`src/verilog/t16c_pkg.sv`:
```
// constants, register map and field layout of the 16-bit capture / fast pwm timer
package t16c_pkg;
	// apb register byte offsets
	localparam logic [7:0] ADDR_CTRL = 8'h00;
	localparam logic [7:0] ADDR_COUNT = 8'h04;
	localparam logic [7:0] ADDR_CMPA = 8'h08;
	localparam logic [7:0] ADDR_CMPB = 8'h0C;
	localparam logic [7:0] ADDR_CAPT_LO = 8'h10;
	localparam logic [7:0] ADDR_CAPT_HI = 8'h14;
	localparam logic [7:0] ADDR_FLAGS = 8'h18;
	localparam logic [7:0] ADDR_STATUS = 8'h1C;

	// control word, bit 0 is wmode[0]
	typedef struct packed {
		logic cmp_sel;
		logic [2:0] clk_sel;
		logic edge_rise;
		logic filt_en;
		logic [3:0] wmode;
	} t16c_ctrl_type;
	localparam int CTRL_W = 10;
	localparam logic [9:0] CTRL_RST = 10'h000;

	// flag register bit positions
	localparam int FLG_OVF = 0;
	localparam int FLG_CMPA = 1;
	localparam int FLG_CMPB = 2;
	localparam int FLG_CAPT = 3;

	// waveform modes handled as fast pwm
	localparam logic [3:0] MODE_FPWM8 = 4'h5;
	localparam logic [3:0] MODE_FPWM9 = 4'h6;
	localparam logic [3:0] MODE_FPWM10 = 4'h7;
	localparam logic [3:0] MODE_FPWM_CAPT = 4'hE;
	localparam logic [3:0] MODE_FPWM_CMPA = 4'hF;

	// top values
	localparam logic [15:0] TOP_8BIT = 16'h00FF;
	localparam logic [15:0] TOP_9BIT = 16'h01FF;
	localparam logic [15:0] TOP_10BIT = 16'h03FF;
	localparam logic [15:0] TOP_MAX = 16'hFFFF;
	localparam logic [15:0] TOP_MIN = 16'h0003;

	// prescaler tap masks and clock select codes
	localparam logic [9:0] PSC_MASK8 = 10'h007;
	localparam logic [9:0] PSC_MASK64 = 10'h03F;
	localparam logic [9:0] PSC_MASK256 = 10'h0FF;
	localparam logic [9:0] PSC_MASK1024 = 10'h3FF;
	typedef enum logic [2:0] {
		CS_STOP = 3'h0, CS_DIV1 = 3'h1, CS_DIV8 = 3'h2, CS_DIV64 = 3'h3,
		CS_DIV256 = 3'h4, CS_DIV1024 = 3'h5, CS_EXT_FALL = 3'h6, CS_EXT_RISE = 3'h7
	} t16c_clksel_type;

	// noise filter: samples that must agree, and extra delay in clk cycles
	localparam int FILT_SAMPLES = 4;
	localparam int FILT_DELAY = 4;
endpackage : t16c_pkg

```
`src/verilog/t16c_top.sv`:
```
// 16-bit timer slice: input capture with noise filter and fast pwm counting, apb slave
`timescale 1ns/1ps
// Notes on behaviour
// RL1: capture pin default, comparator when selected
// RL2: software clears capture flag after source change
// RL3: filter output changes after four equal samples
// RL4: filter adds four system clocks, ignores prescaler
// RL5: capture idle only when capture register sets top
// RL6: software-driven pin levels also trigger capture
// RL7: each capture overwrites the capture register
// RL8: software writes high byte before low byte
// RL9: software sets waveform mode before top write
// RL10: top ranges from 0x0003 to 0xFFFF
// RL11: modes 5,6,7 top at 0x00FF,0x01FF,0x03FF
// RL12: mode 14 top capture, mode 15 compare A
// RL13: counter clears the timer tick after top
// RL14: counter equal to compare sets its flag
// RL15: overflow flag set whenever counter reaches top
// RL16: top register flag set with overflow flag
// RL17: software keeps top at or above compares
// RL18: fixed-top modes mask high compare bits on write
// RL19: capture top unbuffered, may wrap past 0xFFFF
// RL20: compare A double buffered in pwm modes
// RL21: software flips capture edge after each read
// RL22: trigger edge copies counter, sets capture flag
module t16c_top (
	input wire logic CLK,
	input wire logic SRST,
	input wire logic PSEL,
	input wire logic PENABLE,
	input wire logic PWRITE,
	input wire logic [7:0] PADDR,
	input wire logic [31:0] PWDATA,
	output logic [31:0] PRDATA,
	output logic PREADY,
	output logic PSLVERR,
	input wire logic CAPTURE_INPUT_PIN,
	input wire logic COMPARATOR_OUTPUT,
	input wire logic EXTERNAL_COUNT_PIN,
	output logic [15:0] COUNTER_VALUE,
	output logic TOP_PULSE,
	output logic COMPARE_A_PULSE,
	output logic COMPARE_B_PULSE
);
	t16c_pkg::t16c_ctrl_type ctrl_q, ctrl_d;
	logic [15:0] cnt_q, cnt_d;
	logic [1:0][15:0] cmp_buf_q, cmp_buf_d;
	logic [1:0][15:0] cmp_act_q, cmp_act_d;
	logic [15:0] cap_q, cap_d;
	logic [7:0] tmp_q, tmp_d;
	logic [3:0] flg_q, flg_d;
	logic [9:0] psc_q, psc_d;
	logic ext_prev_q, ext_prev_d;
	logic edge_prev_q, edge_prev_d;
	logic [31:0] rdata_q, rdata_d;
	logic slverr_q, slverr_d;
	logic [2:0] evt_q, evt_d;

	logic icp_s, aco_s, ext_s;
	logic trig_src, trig_filt;
	logic cap_en, cap_edge;
	logic tick;
	logic [15:0] top_v;
	logic fixed_top, pwm_mode, at_top;
	logic [1:0] cmp_hit;
	logic setup, access, wr, rd;
	logic cnt_wr;
	logic [3:0] flg_set, flg_clr;

	// pin and comparator levels enter from outside; pin level may be software-driven
	t16c_sync2 u_sync_icp (.clk(CLK), .srst(SRST), .din(CAPTURE_INPUT_PIN), .dout(icp_s)); // RL6
	t16c_sync2 u_sync_aco (.clk(CLK), .srst(SRST), .din(COMPARATOR_OUTPUT), .dout(aco_s));
	t16c_sync2 u_sync_ext (.clk(CLK), .srst(SRST), .din(EXTERNAL_COUNT_PIN), .dout(ext_s));

	// source switch can itself look like an edge; software clears the flag after
	assign trig_src = ctrl_q.cmp_sel ? aco_s : icp_s; // RL1

	// filter runs on the system clock, not on the prescaled tick
	t16c_filt u_filt (.clk(CLK), .srst(SRST), .en(ctrl_q.filt_en), .din(trig_src), .dout(trig_filt)); // RL4

	// edge detector, idle while the capture register is top
	always_comb begin
		cap_en = (ctrl_q.wmode != t16c_pkg::MODE_FPWM_CAPT); // RL5
		edge_prev_d = trig_filt;
		cap_edge = cap_en && (ctrl_q.edge_rise ? (trig_filt && !edge_prev_q) : (!trig_filt && edge_prev_q));
	end

	// apb phases
	assign setup = PSEL && !PENABLE;
	assign access = PSEL && PENABLE;
	assign wr = access && PWRITE;
	assign rd = access && !PWRITE;
	assign cnt_wr = wr && (PADDR == t16c_pkg::ADDR_COUNT);

	// prescaler taps and external clock edges
	always_comb begin
		psc_d = psc_q + 10'h001;
		ext_prev_d = ext_s;
		unique case (t16c_pkg::t16c_clksel_type'(ctrl_q.clk_sel))
			t16c_pkg::CS_STOP: tick = 1'b0;
			t16c_pkg::CS_DIV1: tick = 1'b1;
			t16c_pkg::CS_DIV8: tick = (psc_q & t16c_pkg::PSC_MASK8) == t16c_pkg::PSC_MASK8;
			t16c_pkg::CS_DIV64: tick = (psc_q & t16c_pkg::PSC_MASK64) == t16c_pkg::PSC_MASK64;
			t16c_pkg::CS_DIV256: tick = (psc_q & t16c_pkg::PSC_MASK256) == t16c_pkg::PSC_MASK256;
			t16c_pkg::CS_DIV1024: tick = (psc_q & t16c_pkg::PSC_MASK1024) == t16c_pkg::PSC_MASK1024;
			t16c_pkg::CS_EXT_FALL: tick = ext_prev_q && !ext_s;
			t16c_pkg::CS_EXT_RISE: tick = !ext_prev_q && ext_s;
		endcase
	end

	// top select per waveform mode; other modes free-run to max
	always_comb begin
		top_v = t16c_pkg::TOP_MAX; // RL10
		fixed_top = 1'b1;
		pwm_mode = 1'b1;
		unique case (ctrl_q.wmode)
			t16c_pkg::MODE_FPWM8: top_v = t16c_pkg::TOP_8BIT; // RL11
			t16c_pkg::MODE_FPWM9: top_v = t16c_pkg::TOP_9BIT; // RL11
			t16c_pkg::MODE_FPWM10: top_v = t16c_pkg::TOP_10BIT; // RL11
			t16c_pkg::MODE_FPWM_CAPT: begin
				top_v = cap_q; // RL12 RL19
				fixed_top = 1'b0;
			end
			t16c_pkg::MODE_FPWM_CMPA: begin
				top_v = cmp_act_q[0]; // RL12 RL20
				fixed_top = 1'b0;
			end
			default: begin
				fixed_top = 1'b0;
				pwm_mode = 1'b0;
			end
		endcase
		at_top = (cnt_q == top_v);
		cmp_hit[0] = (cnt_q == cmp_act_q[0]);
		cmp_hit[1] = (cnt_q == cmp_act_q[1]);
	end

	// counter: cpu write first, then clear after top, else count up
	always_comb begin
		cnt_d = cnt_q;
		if (cnt_wr)
			cnt_d = PWDATA[15:0];
		else if (tick && at_top)
			cnt_d = 16'h0000; // RL13
		else if (tick)
			cnt_d = cnt_q + 16'h0001; // RL19 wraps past 0xFFFF
	end

	// compare buffers; active copy follows at top in pwm modes, at once otherwise
	always_comb begin
		cmp_buf_d = cmp_buf_q;
		cmp_act_d = cmp_act_q;
		for (int i = 0; i < 2; i++) begin
			if (wr && (PADDR == (i == 0 ? t16c_pkg::ADDR_CMPA : t16c_pkg::ADDR_CMPB)))
				cmp_buf_d[i] = PWDATA[15:0] & (fixed_top ? top_v : t16c_pkg::TOP_MAX); // RL18
			if (!pwm_mode || (tick && at_top))
				cmp_act_d[i] = cmp_buf_q[i]; // RL20
		end
	end

	// capture register and shared high-byte temp
	always_comb begin
		cap_d = cap_q;
		tmp_d = tmp_q;
		if (wr && PADDR == t16c_pkg::ADDR_CAPT_HI)
			tmp_d = PWDATA[7:0]; // RL8
		if (wr && PADDR == t16c_pkg::ADDR_CAPT_LO)
			cap_d = {tmp_q, PWDATA[7:0]}; // RL8
		if (rd && PADDR == t16c_pkg::ADDR_CAPT_LO)
			tmp_d = cap_q[15:8];
		// hardware capture beats a cpu write in the same cycle
		if (cap_edge)
			cap_d = cnt_q; // RL7 RL22
	end

	// flags: hardware set wins over write-one-to-clear
	always_comb begin
		flg_set = '0;
		flg_set[t16c_pkg::FLG_OVF] = tick && at_top; // RL15
		flg_set[t16c_pkg::FLG_CMPA] = tick && cmp_hit[0]; // RL14 RL16
		flg_set[t16c_pkg::FLG_CMPB] = tick && cmp_hit[1]; // RL14
		flg_set[t16c_pkg::FLG_CAPT] = cap_edge ||
			(tick && at_top && ctrl_q.wmode == t16c_pkg::MODE_FPWM_CAPT); // RL16 RL22
		flg_clr = (wr && PADDR == t16c_pkg::ADDR_FLAGS) ? PWDATA[3:0] : 4'h0;
		flg_d = (flg_q & ~flg_clr) | flg_set;
		evt_d = {tick && cmp_hit[1], tick && cmp_hit[0], tick && at_top};
	end

	// control register and read mux, read data latched in the setup cycle
	always_comb begin
		ctrl_d = ctrl_q;
		if (wr && PADDR == t16c_pkg::ADDR_CTRL)
			ctrl_d = t16c_pkg::t16c_ctrl_type'(PWDATA[t16c_pkg::CTRL_W-1:0]);
		rdata_d = rdata_q;
		slverr_d = slverr_q;
		if (setup) begin
			slverr_d = 1'b0;
			unique case (PADDR)
				t16c_pkg::ADDR_CTRL: rdata_d = {22'h000000, ctrl_q};
				t16c_pkg::ADDR_COUNT: rdata_d = {16'h0000, cnt_q};
				t16c_pkg::ADDR_CMPA: rdata_d = {16'h0000, cmp_buf_q[0]};
				t16c_pkg::ADDR_CMPB: rdata_d = {16'h0000, cmp_buf_q[1]};
				t16c_pkg::ADDR_CAPT_LO: rdata_d = {24'h000000, cap_q[7:0]};
				t16c_pkg::ADDR_CAPT_HI: rdata_d = {24'h000000, tmp_q};
				t16c_pkg::ADDR_FLAGS: rdata_d = {28'h0000000, flg_q};
				t16c_pkg::ADDR_STATUS: rdata_d = {29'h00000000, cap_en, trig_src, trig_filt};
				default: begin
					rdata_d = 32'h00000000;
					slverr_d = 1'b1;
				end
			endcase
		end
	end

	always_ff @(posedge CLK) begin
		if (SRST) begin
			ctrl_q <= t16c_pkg::t16c_ctrl_type'(t16c_pkg::CTRL_RST);
			cnt_q <= 16'h0000;
			cmp_buf_q <= '0;
			cmp_act_q <= '0;
			cap_q <= 16'h0000;
			tmp_q <= 8'h00;
			flg_q <= 4'h0;
			psc_q <= 10'h000;
			ext_prev_q <= 1'b0;
			edge_prev_q <= 1'b0;
			rdata_q <= 32'h00000000;
			slverr_q <= 1'b0;
			evt_q <= 3'h0;
		end else begin
			ctrl_q <= ctrl_d;
			cnt_q <= cnt_d;
			cmp_buf_q <= cmp_buf_d;
			cmp_act_q <= cmp_act_d;
			cap_q <= cap_d;
			tmp_q <= tmp_d;
			flg_q <= flg_d;
			psc_q <= psc_d;
			ext_prev_q <= ext_prev_d;
			edge_prev_q <= edge_prev_d;
			rdata_q <= rdata_d;
			slverr_q <= slverr_d;
			evt_q <= evt_d;
		end
	end

	// zero wait states; error only on unmapped offsets
	assign PREADY = PENABLE;
	assign PRDATA = rdata_q;
	assign PSLVERR = slverr_q;
	assign COUNTER_VALUE = cnt_q;
	assign TOP_PULSE = evt_q[0];
	assign COMPARE_A_PULSE = evt_q[1];
	assign COMPARE_B_PULSE = evt_q[2];
endmodule : t16c_top

```
`src/verilog/t16c_sync2.sv`:
```
// two-flop synchroniser for a level coming from outside the clock domain
`timescale 1ns/1ps
module t16c_sync2 (
	input wire logic clk,
	input wire logic srst,
	input wire logic din,
	output logic dout
);
	logic meta_q, meta_d;
	logic sync_q, sync_d;

	// meta_q is read only by sync_q
	always_comb begin
		meta_d = din;
		sync_d = meta_q;
	end

	always_ff @(posedge clk) begin
		if (srst) begin
			meta_q <= 1'b0;
			sync_q <= 1'b0;
		end else begin
			meta_q <= meta_d;
			sync_q <= sync_d;
		end
	end

	assign dout = sync_q;
endmodule : t16c_sync2

```
`src/verilog/t16c_filt.sv`:
```
// capture noise filter: output follows input only after four equal samples
`timescale 1ns/1ps
module t16c_filt (
	input wire logic clk,
	input wire logic srst,
	input wire logic en,
	input wire logic din,
	output logic dout
);
	logic [t16c_pkg::FILT_SAMPLES-2:0] hist_q, hist_d;
	logic out_q, out_d;
	logic agree;

	// current input plus three history samples must agree
	always_comb begin
		hist_d = {hist_q[t16c_pkg::FILT_SAMPLES-3:0], din};
		agree = (hist_q == {(t16c_pkg::FILT_SAMPLES-1){din}});
		out_d = out_q;
		if (!en)
			out_d = din; // tracks while off, so enabling makes no false edge
		else if (agree)
			out_d = din; // RL3
	end

	always_ff @(posedge clk) begin
		if (srst) begin
			hist_q <= '0;
			out_q <= 1'b0;
		end else begin
			hist_q <= hist_d;
			out_q <= out_d;
		end
	end

	// filtered path is four cycles behind the bypass path
	assign dout = en ? out_q : din; // RL4
endmodule : t16c_filt

```
`config.mk`:
```
export PLATFORM = sky130hd
export DESIGN_NAME = t16c_top
export DESIGN_NICKNAME = d
export VERILOG_FILES = /design/src/verilog/t16c_pkg.sv /design/src/verilog/t16c_top.sv /design/src/verilog/t16c_sync2.sv /design/src/verilog/t16c_filt.sv
export SDC_FILE = /design/constraint.sdc
export NUM_CORES = 1
export LEC_CHECK = 0
export ABC_CLOCK_PERIOD_IN_PS = 3300
export BUFFER_PORTS_ARGS = -buffer_cell sky130_fd_sc_hd__clkbuf_2
export CAP_MARGIN = 25
export CORE_ASPECT_RATIO = 0.8
export CORE_MARGIN = 5
export CORE_UTILIZATION = 58
export DETAILED_ROUTE_END_ITERATION = 10
export GPL_ROUTABILITY_DRIVEN = 0
export GPL_TIMING_DRIVEN = 0
export PLACE_DENSITY = 0.81
export SLEW_MARGIN = 20
export SYNTH_ARGS = -nofsm -noshare
export SYNTH_HDL_FRONTEND = slang
export SYNTH_HIERARCHICAL = 1
export SYNTH_SLANG_ARGS = --single-unit
export TNS_END_PERCENT = 30
```
`constraint.sdc`:
```
create_clock -name CLK -period 3.3 [get_ports CLK]
set_input_delay 0.495 -clock CLK [delete_from_list [all_inputs] [get_ports CLK]]
set_output_delay 0.495 -clock CLK [all_outputs]
set_load 0.1 [all_outputs]
```
# --- Word-level counts from Yosys, hierarchy flattened ---
# Index checks and enable logic that the tools add are counted.
classes:
  add_sub_neg: 2
  eq_ne: 29
  muxes: 20
  bitwise: 4
  n_reduce_logical: 38
ops:
  columns: ["op", "count"]
  rows:
  - ["$pmux W16 S8", 1]
  - ["$mux W16", 6]
  - ["$pmux W16 S5", 1]
  - ["$eq A16 B16 Y1", 3]
  - ["$eq A8 B5 Y1 const B", 4]
  - ["$logic_and A1 B1 Y1", 21]
  - ["$add A16 B1 Y16 const B", 1]
  - ["$and A16 B16 Y16", 1]
  - ["$eq A8 B4 Y1 const B", 2]
  - ["$mux W8", 2]
  - ["$eq A3 B3 Y1 const B", 5]
  - ["$eq A4 B3 Y1 const B", 3]
  - ["$add A10 B1 Y10 const B", 1]
  - ["$eq A10 B10 Y1 const B", 1]
  - ["$eq A4 B4 Y1 const B", 2]
  - ["$eq A8 B3 Y1 const B", 1]
  - ["$eq A8 B8 Y1 const B", 1]
  - ["$logic_not A8 Y1", 1]
  - ["$mux W1", 8]
  - ["$pmux W1 S8", 1]
  - ["$reduce_or A8 Y1", 1]
  - ["$logic_not A1 Y1", 7]
  - ["$eq A3 B2 Y1 const B", 2]
  - ["$eq A6 B6 Y1 const B", 1]
  - ["other kinds (14)", 16]
totals:
  reg_bits: 176
  input_bits: 48

# --- Logic depth before layout (Yosys ltp) ---
depth:
  depth_word: 8
  ltp_mapped: 13
  mapped_depth_nobuf: 10

# --- Cells and area by module ---
# The synthesis kept the hierarchy.
by_module_without_submodules:
  columns: ["module", "n_inst", "cells_each", "area_per_inst_um2", "seq_area_each_um2"]
  rows:
  - ["t16c_top", 1, 968, 7823.8, 3002.9]
  - ["t16c_sync2", 3, 4, 52.6, 40.0]
  - ["t16c_filt", 1, 13, 138.9, 80.1]

# --- Worst setup path after synthesis ---
# Ideal clock, no wire load.
synth_path:
  path_type: "reg2reg"
  from: "register cnt_q[1], in the netlist COUNTER_VALUE[1]"
  to: "register cnt_q[12], in the netlist COUNTER_VALUE[12]"
  setup_time_ps: 137
  t_arrival_ps: 2860
  path_slack_ps: 303
  path_stages_with_launch: 11
  n_path_buf: 2
  synth_period_minus_slack_ps: 2997
  cell_sequence: "dfxtp_1 -> clkbuf_1 -> nand2b_1 -> nor4b_2 -> a21oi_1 -> a32oi_2 -> nand4_2 -> or3_4 -> buf_2 -> o21ai_1 -> a211oi_1"
synth_via:
  elab_chain_len: 4
  word_cells_on_any_way: 7
synth_lines:
  columns: ["item", "line_no", "text"]
  rows:
  - ["start: declaration", "t16c_top.sv:46", "logic [15:0] cnt_q, cnt_d;"]
  - ["start signal: assignment", "t16c_top.sv:232", "cnt_q <= cnt_d;"]
  - ["$add A16 B1 Y16 or $eq A16 B16 Y1 (tied branches)", "t16c_top.sv:146, t16c_top.sv:133", null]
  - ["$mux W16 or $logic_and A1 B1 Y1 (tied branches)", "t16c_top.sv:145, t16c_top.sv:143", null]
  - ["$mux W16", "t16c_top.sv:143", "else if (tick && at_top)"]
  - ["$mux W16", "t16c_top.sv:141", "if (cnt_wr)"]
# Several ways; a longest one is shown, not always the timed one. The select of a mux whose other input is x is not followed.
# A chain may end at the register's enable or synchronous reset.

# --- Final worst setup path ---
layout_path:
  from: "register ctrl_q[3] (netlist bit)"
  to: "register cnt_q[12], in the netlist COUNTER_VALUE[12]"
layout_via:
  elab_chain_len: 6
  word_cells_on_any_way: 11
layout_lines:
  columns: ["item", "line_no", "text"]
  rows:
  - ["start: declaration", "t16c_top.sv:45", "t16c_pkg::t16c_ctrl_type ctrl_q, ctrl_d;"]
  - ["start signal: assignment", "t16c_top.sv:217", "ctrl_q <= t16c_pkg::t16c_ctrl_type'(t16c_pkg::CTRL_RST);"]
  - ["start signal: assignment", "t16c_top.sv:231", "ctrl_q <= ctrl_d;"]
  - ["$eq A4 B4 Y1 or $eq A4 B3 Y1 (tied branches)", "t16c_top.sv:116", "unique case (ctrl_q.wmode)"]
  - ["$pmux W16 S5 *", "t16c_top.sv:116", null]
  - ["$eq A16 B16 Y1 *", "t16c_top.sv:133", "at_top = (cnt_q == top_v);"]
  - ["$logic_and A1 B1 Y1 *", "t16c_top.sv:143", null]
  - ["$mux W16", "t16c_top.sv:143", null]
  - ["$mux W16", "t16c_top.sv:141", null]
# Every way passes the cells marked *; elsewhere a longest branch is shown, timed or not.

==> results by group <==
Pwr
  – LEAKAGE: 3.83 nW
  – PwrDens: 490 nW/µm²
  – Max rail drop VDD: 409 µV

Timing
  – Fmax: 316 MHz
  – Post-Route Setup TNS: 0 ns
  – Final Max Tran Viols: 0
  – Crit path time final: 3.17 ns
  – Final cycle utilization of the critical path: 96.0%
  – RSZ-0062 raised after global routing: false
  – Worst-margin pin slew: 0.877 ns
  – Hold_ws: 0.268 ns
  – Setup-failing EPs final: 0
  – Final Hold Viols: 0
  – Normalized max-slew margin: 41.3%
  – Layout Skew: 0.0125 ns

Layout
  – Layout cells sized above 1: 14.1%
  – Nets: 1147
  – Synth-to-layout area growth: 15.5%
  – N_diodes: 0

Global routing
  – Largest net degree at the start of global routing: 17
  – Gr usage total: 33.8%
  – First-pass GRT wire length: 42300 µm
  – Vias in the first global route: 7578
  – Grt ovf: 0
  – Initial antenna violation count: 0

Routing
  – DR iter-0 viols: 1357
  – Vias: 8314
  – WL per Instance: 21.8 µm
  – Drt first pass iters: 7
  – Via/cell ratio: 6.45
  – Drt drc: 0
  – WL final: 28100 µm
  – Final ANT Viol Nets: 0

Die
  – Die height: 116 µm
  – Die W: 142 µm
  – IO Pins: 101
  – Starting density of the core: 59.5%
  – Row count: 38
  – Core box area: 13600 µm²
  – Die Area: 16500 µm²

Logic synthesis
  – Syn_area_per_cell: 8.18 µm²
  – Most instantiated library cell after synthesis: dfxtp_1
  – Synth cell types: 75
  – Synthesized instance count: 993
  – Post-synth top area share: 39.4%
  – Synth top cells by count: dfxtp_1 (160), nor2_1 (133), nand2_1 (128), a21oi_1 (78), clkbuf_1 (61)
  – Area leader, netlist: dfxtp_1
  – Ys async rst share: 0%
  – Post-synth EDFFs: 0
  – Mapped cell area: 8120 µm²
  – Synth Register Bits: 160
  – Sequential share of the synthesized area: 39.4%
  – Synth warnings: 6
  – Top area cells in the synthesized netlist: dfxtp_1 (39%), nor2_1 (6.1%), nand2_1 (5.9%), mux2i_1 (5.2%), a21oi_1 (4.8%)
  – Ys flop type: dfxtp_1

CTS
  – TritonCTS clock tree: done
  – Clock sink total: 160
  – CTS Buf Count: 17
  – Clock Pin Slew Worst Setup and Hold Paths: 0.06 ns
  – Worst skew pair latency: 0.44 ns
  – H-tree level count: 4
  – # hold bufs at CTS: 0
  – Clk root buf: clkbuf_16
  – Clk buf depth: 2

Critical path
  – Max stage delay cell, worst path: or3_4
  – R2r setup slk: 0.13 ns
  – Origin of the critical flop-to-flop path: ctrl_q[3]
  – Crit. End Element: flop
  – Worst-path fanout max: 10
  – WP data required: 3.59 ns
  – R2R depth: 11
  – Critical path arrival: 3.46 ns
  – Critical R2R Capture: COUNTER_VALUE[12]
  – Kind of critical path: reg2reg
  – Worst setup SP type: flop
  – Critical Path, Cell by Cell: buf_2 -> nand3_1 -> clkbuf_1 -> nor4_1 -> o21ai_0 -> nand3_1 -> nand4_2 -> or3_4 -> buf_2 -> o21ai_2 -> a211oi_1
  – Worst stage delay on the critical path: 0.40 ns

Hold path
  – Hold Startpoint: COMPARATOR_OUTPUT
  – Hold Crit Class: in2reg
  – Hold Path Sink: u_sync_aco/meta_q
  – Hold path depth: 2

Placed design
  – Dpl hpwl: 20300 µm
  – IO buf count: 68

Flow run
  – Maxcap violations: 0

Run status
  – Status: complete, no violations
==> logic make-up after synthesis <==
logic type	count (synthesis)	share of synthesized area [%]
flip-flops	160	39.4
AO/OA/AOI/OAI	205	17.4
buffers and inverters	99	6.02
adder cells (fa/ha/maj)	3	0.462
AND/OR/NAND/NOR	424	24.8
other	1	0.0462
XOR/XNOR	50	5.39
multiplexers	51	6.49
==> power by group <==
part	internal (mW)	switching, mW
sequential	1.96	0.0340
clock	1.22	0.859
combinational	0.113	0.404
total	3.30	1.30
==> worst max-delay path: cells and delay by family, from the launching register on <==
family,cells,cell delay [ns]
and+or+nand+nor,5,1.34
buffers and inverters,3,0.85
AOI/OAI and AO/OA,3,0.52
DFF,1,0.30
==> area by class of cell <==
cell class                 count  area (µm²)
timing repair buffer          69         348
multi-input combinational    749        4500
clock inverter                14         178
tap                          180         225
sequential                   160        3200
clock buffer                  18         439
fill                        1098        4270
buffer                        93         467
inverter                       6        22.5
==> how the worst max path moves through the flow <==
stage / start / end / slack (ns) / cells past startpoint
after CTS: ctrl_q[3] / COUNTER_VALUE[7] / 0.13 / 10
after global placement: PADDR[1] / PRDATA[5] / -0.02 / 10
after detailed placement: PADDR[1] / COUNTER_VALUE[6] / 0.09 / 10
final: ctrl_q[3] / COUNTER_VALUE[12] / 0.13 / 11
after global routing: ctrl_q[3] / COUNTER_VALUE[7] / 0.08 / 10
after floorplan: COUNTER_VALUE[1] / COUNTER_VALUE[12] / 0.30 / 10
==> cell usage in the layout (no fill, tap or decap), drive strengths merged, types with 25 or more instances in the layout <==
cell	count
buf	33
a311oi	25
a21oi	78
mux2i	44
nand2	128
nand3	54
nor2	134
dfxtp	160
xor2	42
clkbuf	147
==> flip-flops by register name, summed over array words and instances (netlist names), 3 cells and up <==
signal         count
tmp_q              8
cmp_buf_q         32
u_filt/hist_q      3
ctrl_q            10
flg_q              4
evt_q              3
cap_q             16
COUNTER_VALUE     16
cmp_act_q         32
psc_q             10
PRDATA            16
==> stage by stage <==
| step | util, % | instances | area (µm²) | total power, mW | worst slack [ns] |
|---|---|---|---|---|---|
| after CTS | 68.7 | 1289 | 9370 | 4.58 | 0.126 |
| final | 68.7 | 1289 | 9380 | 4.59 | 0.131 |
| after global placement | 64.1 | 1256 | 8740 | 2.53 | -0.0206 |
| after detailed placement | 64.2 | 1257 | 8750 | 2.54 | 0.0886 |
| after floorplan | - | 1008 | 8180 | 2.39 | 0.303 |
| after global routing | 68.7 | 1289 | 9380 | 4.70 | 0.0767 |
==> per-layer routing <==
layer  track usage [%]  vias to the layer above  wire (µm)
li1                  -                     3710          -
met1              45.1                     3803      10900
met2              47.7                      664      11200
met3              13.7                      135       4470
met4              15.6                        2       1470
met5              3.51                        -         77
==> what timing repair did <==
action | in CTS | in global routing
setup endpoints to repair | 0 | 10
gates resized for setup | 0 | 2
setup buffers | 0 | 0
(Power assumes the default switching activity.)
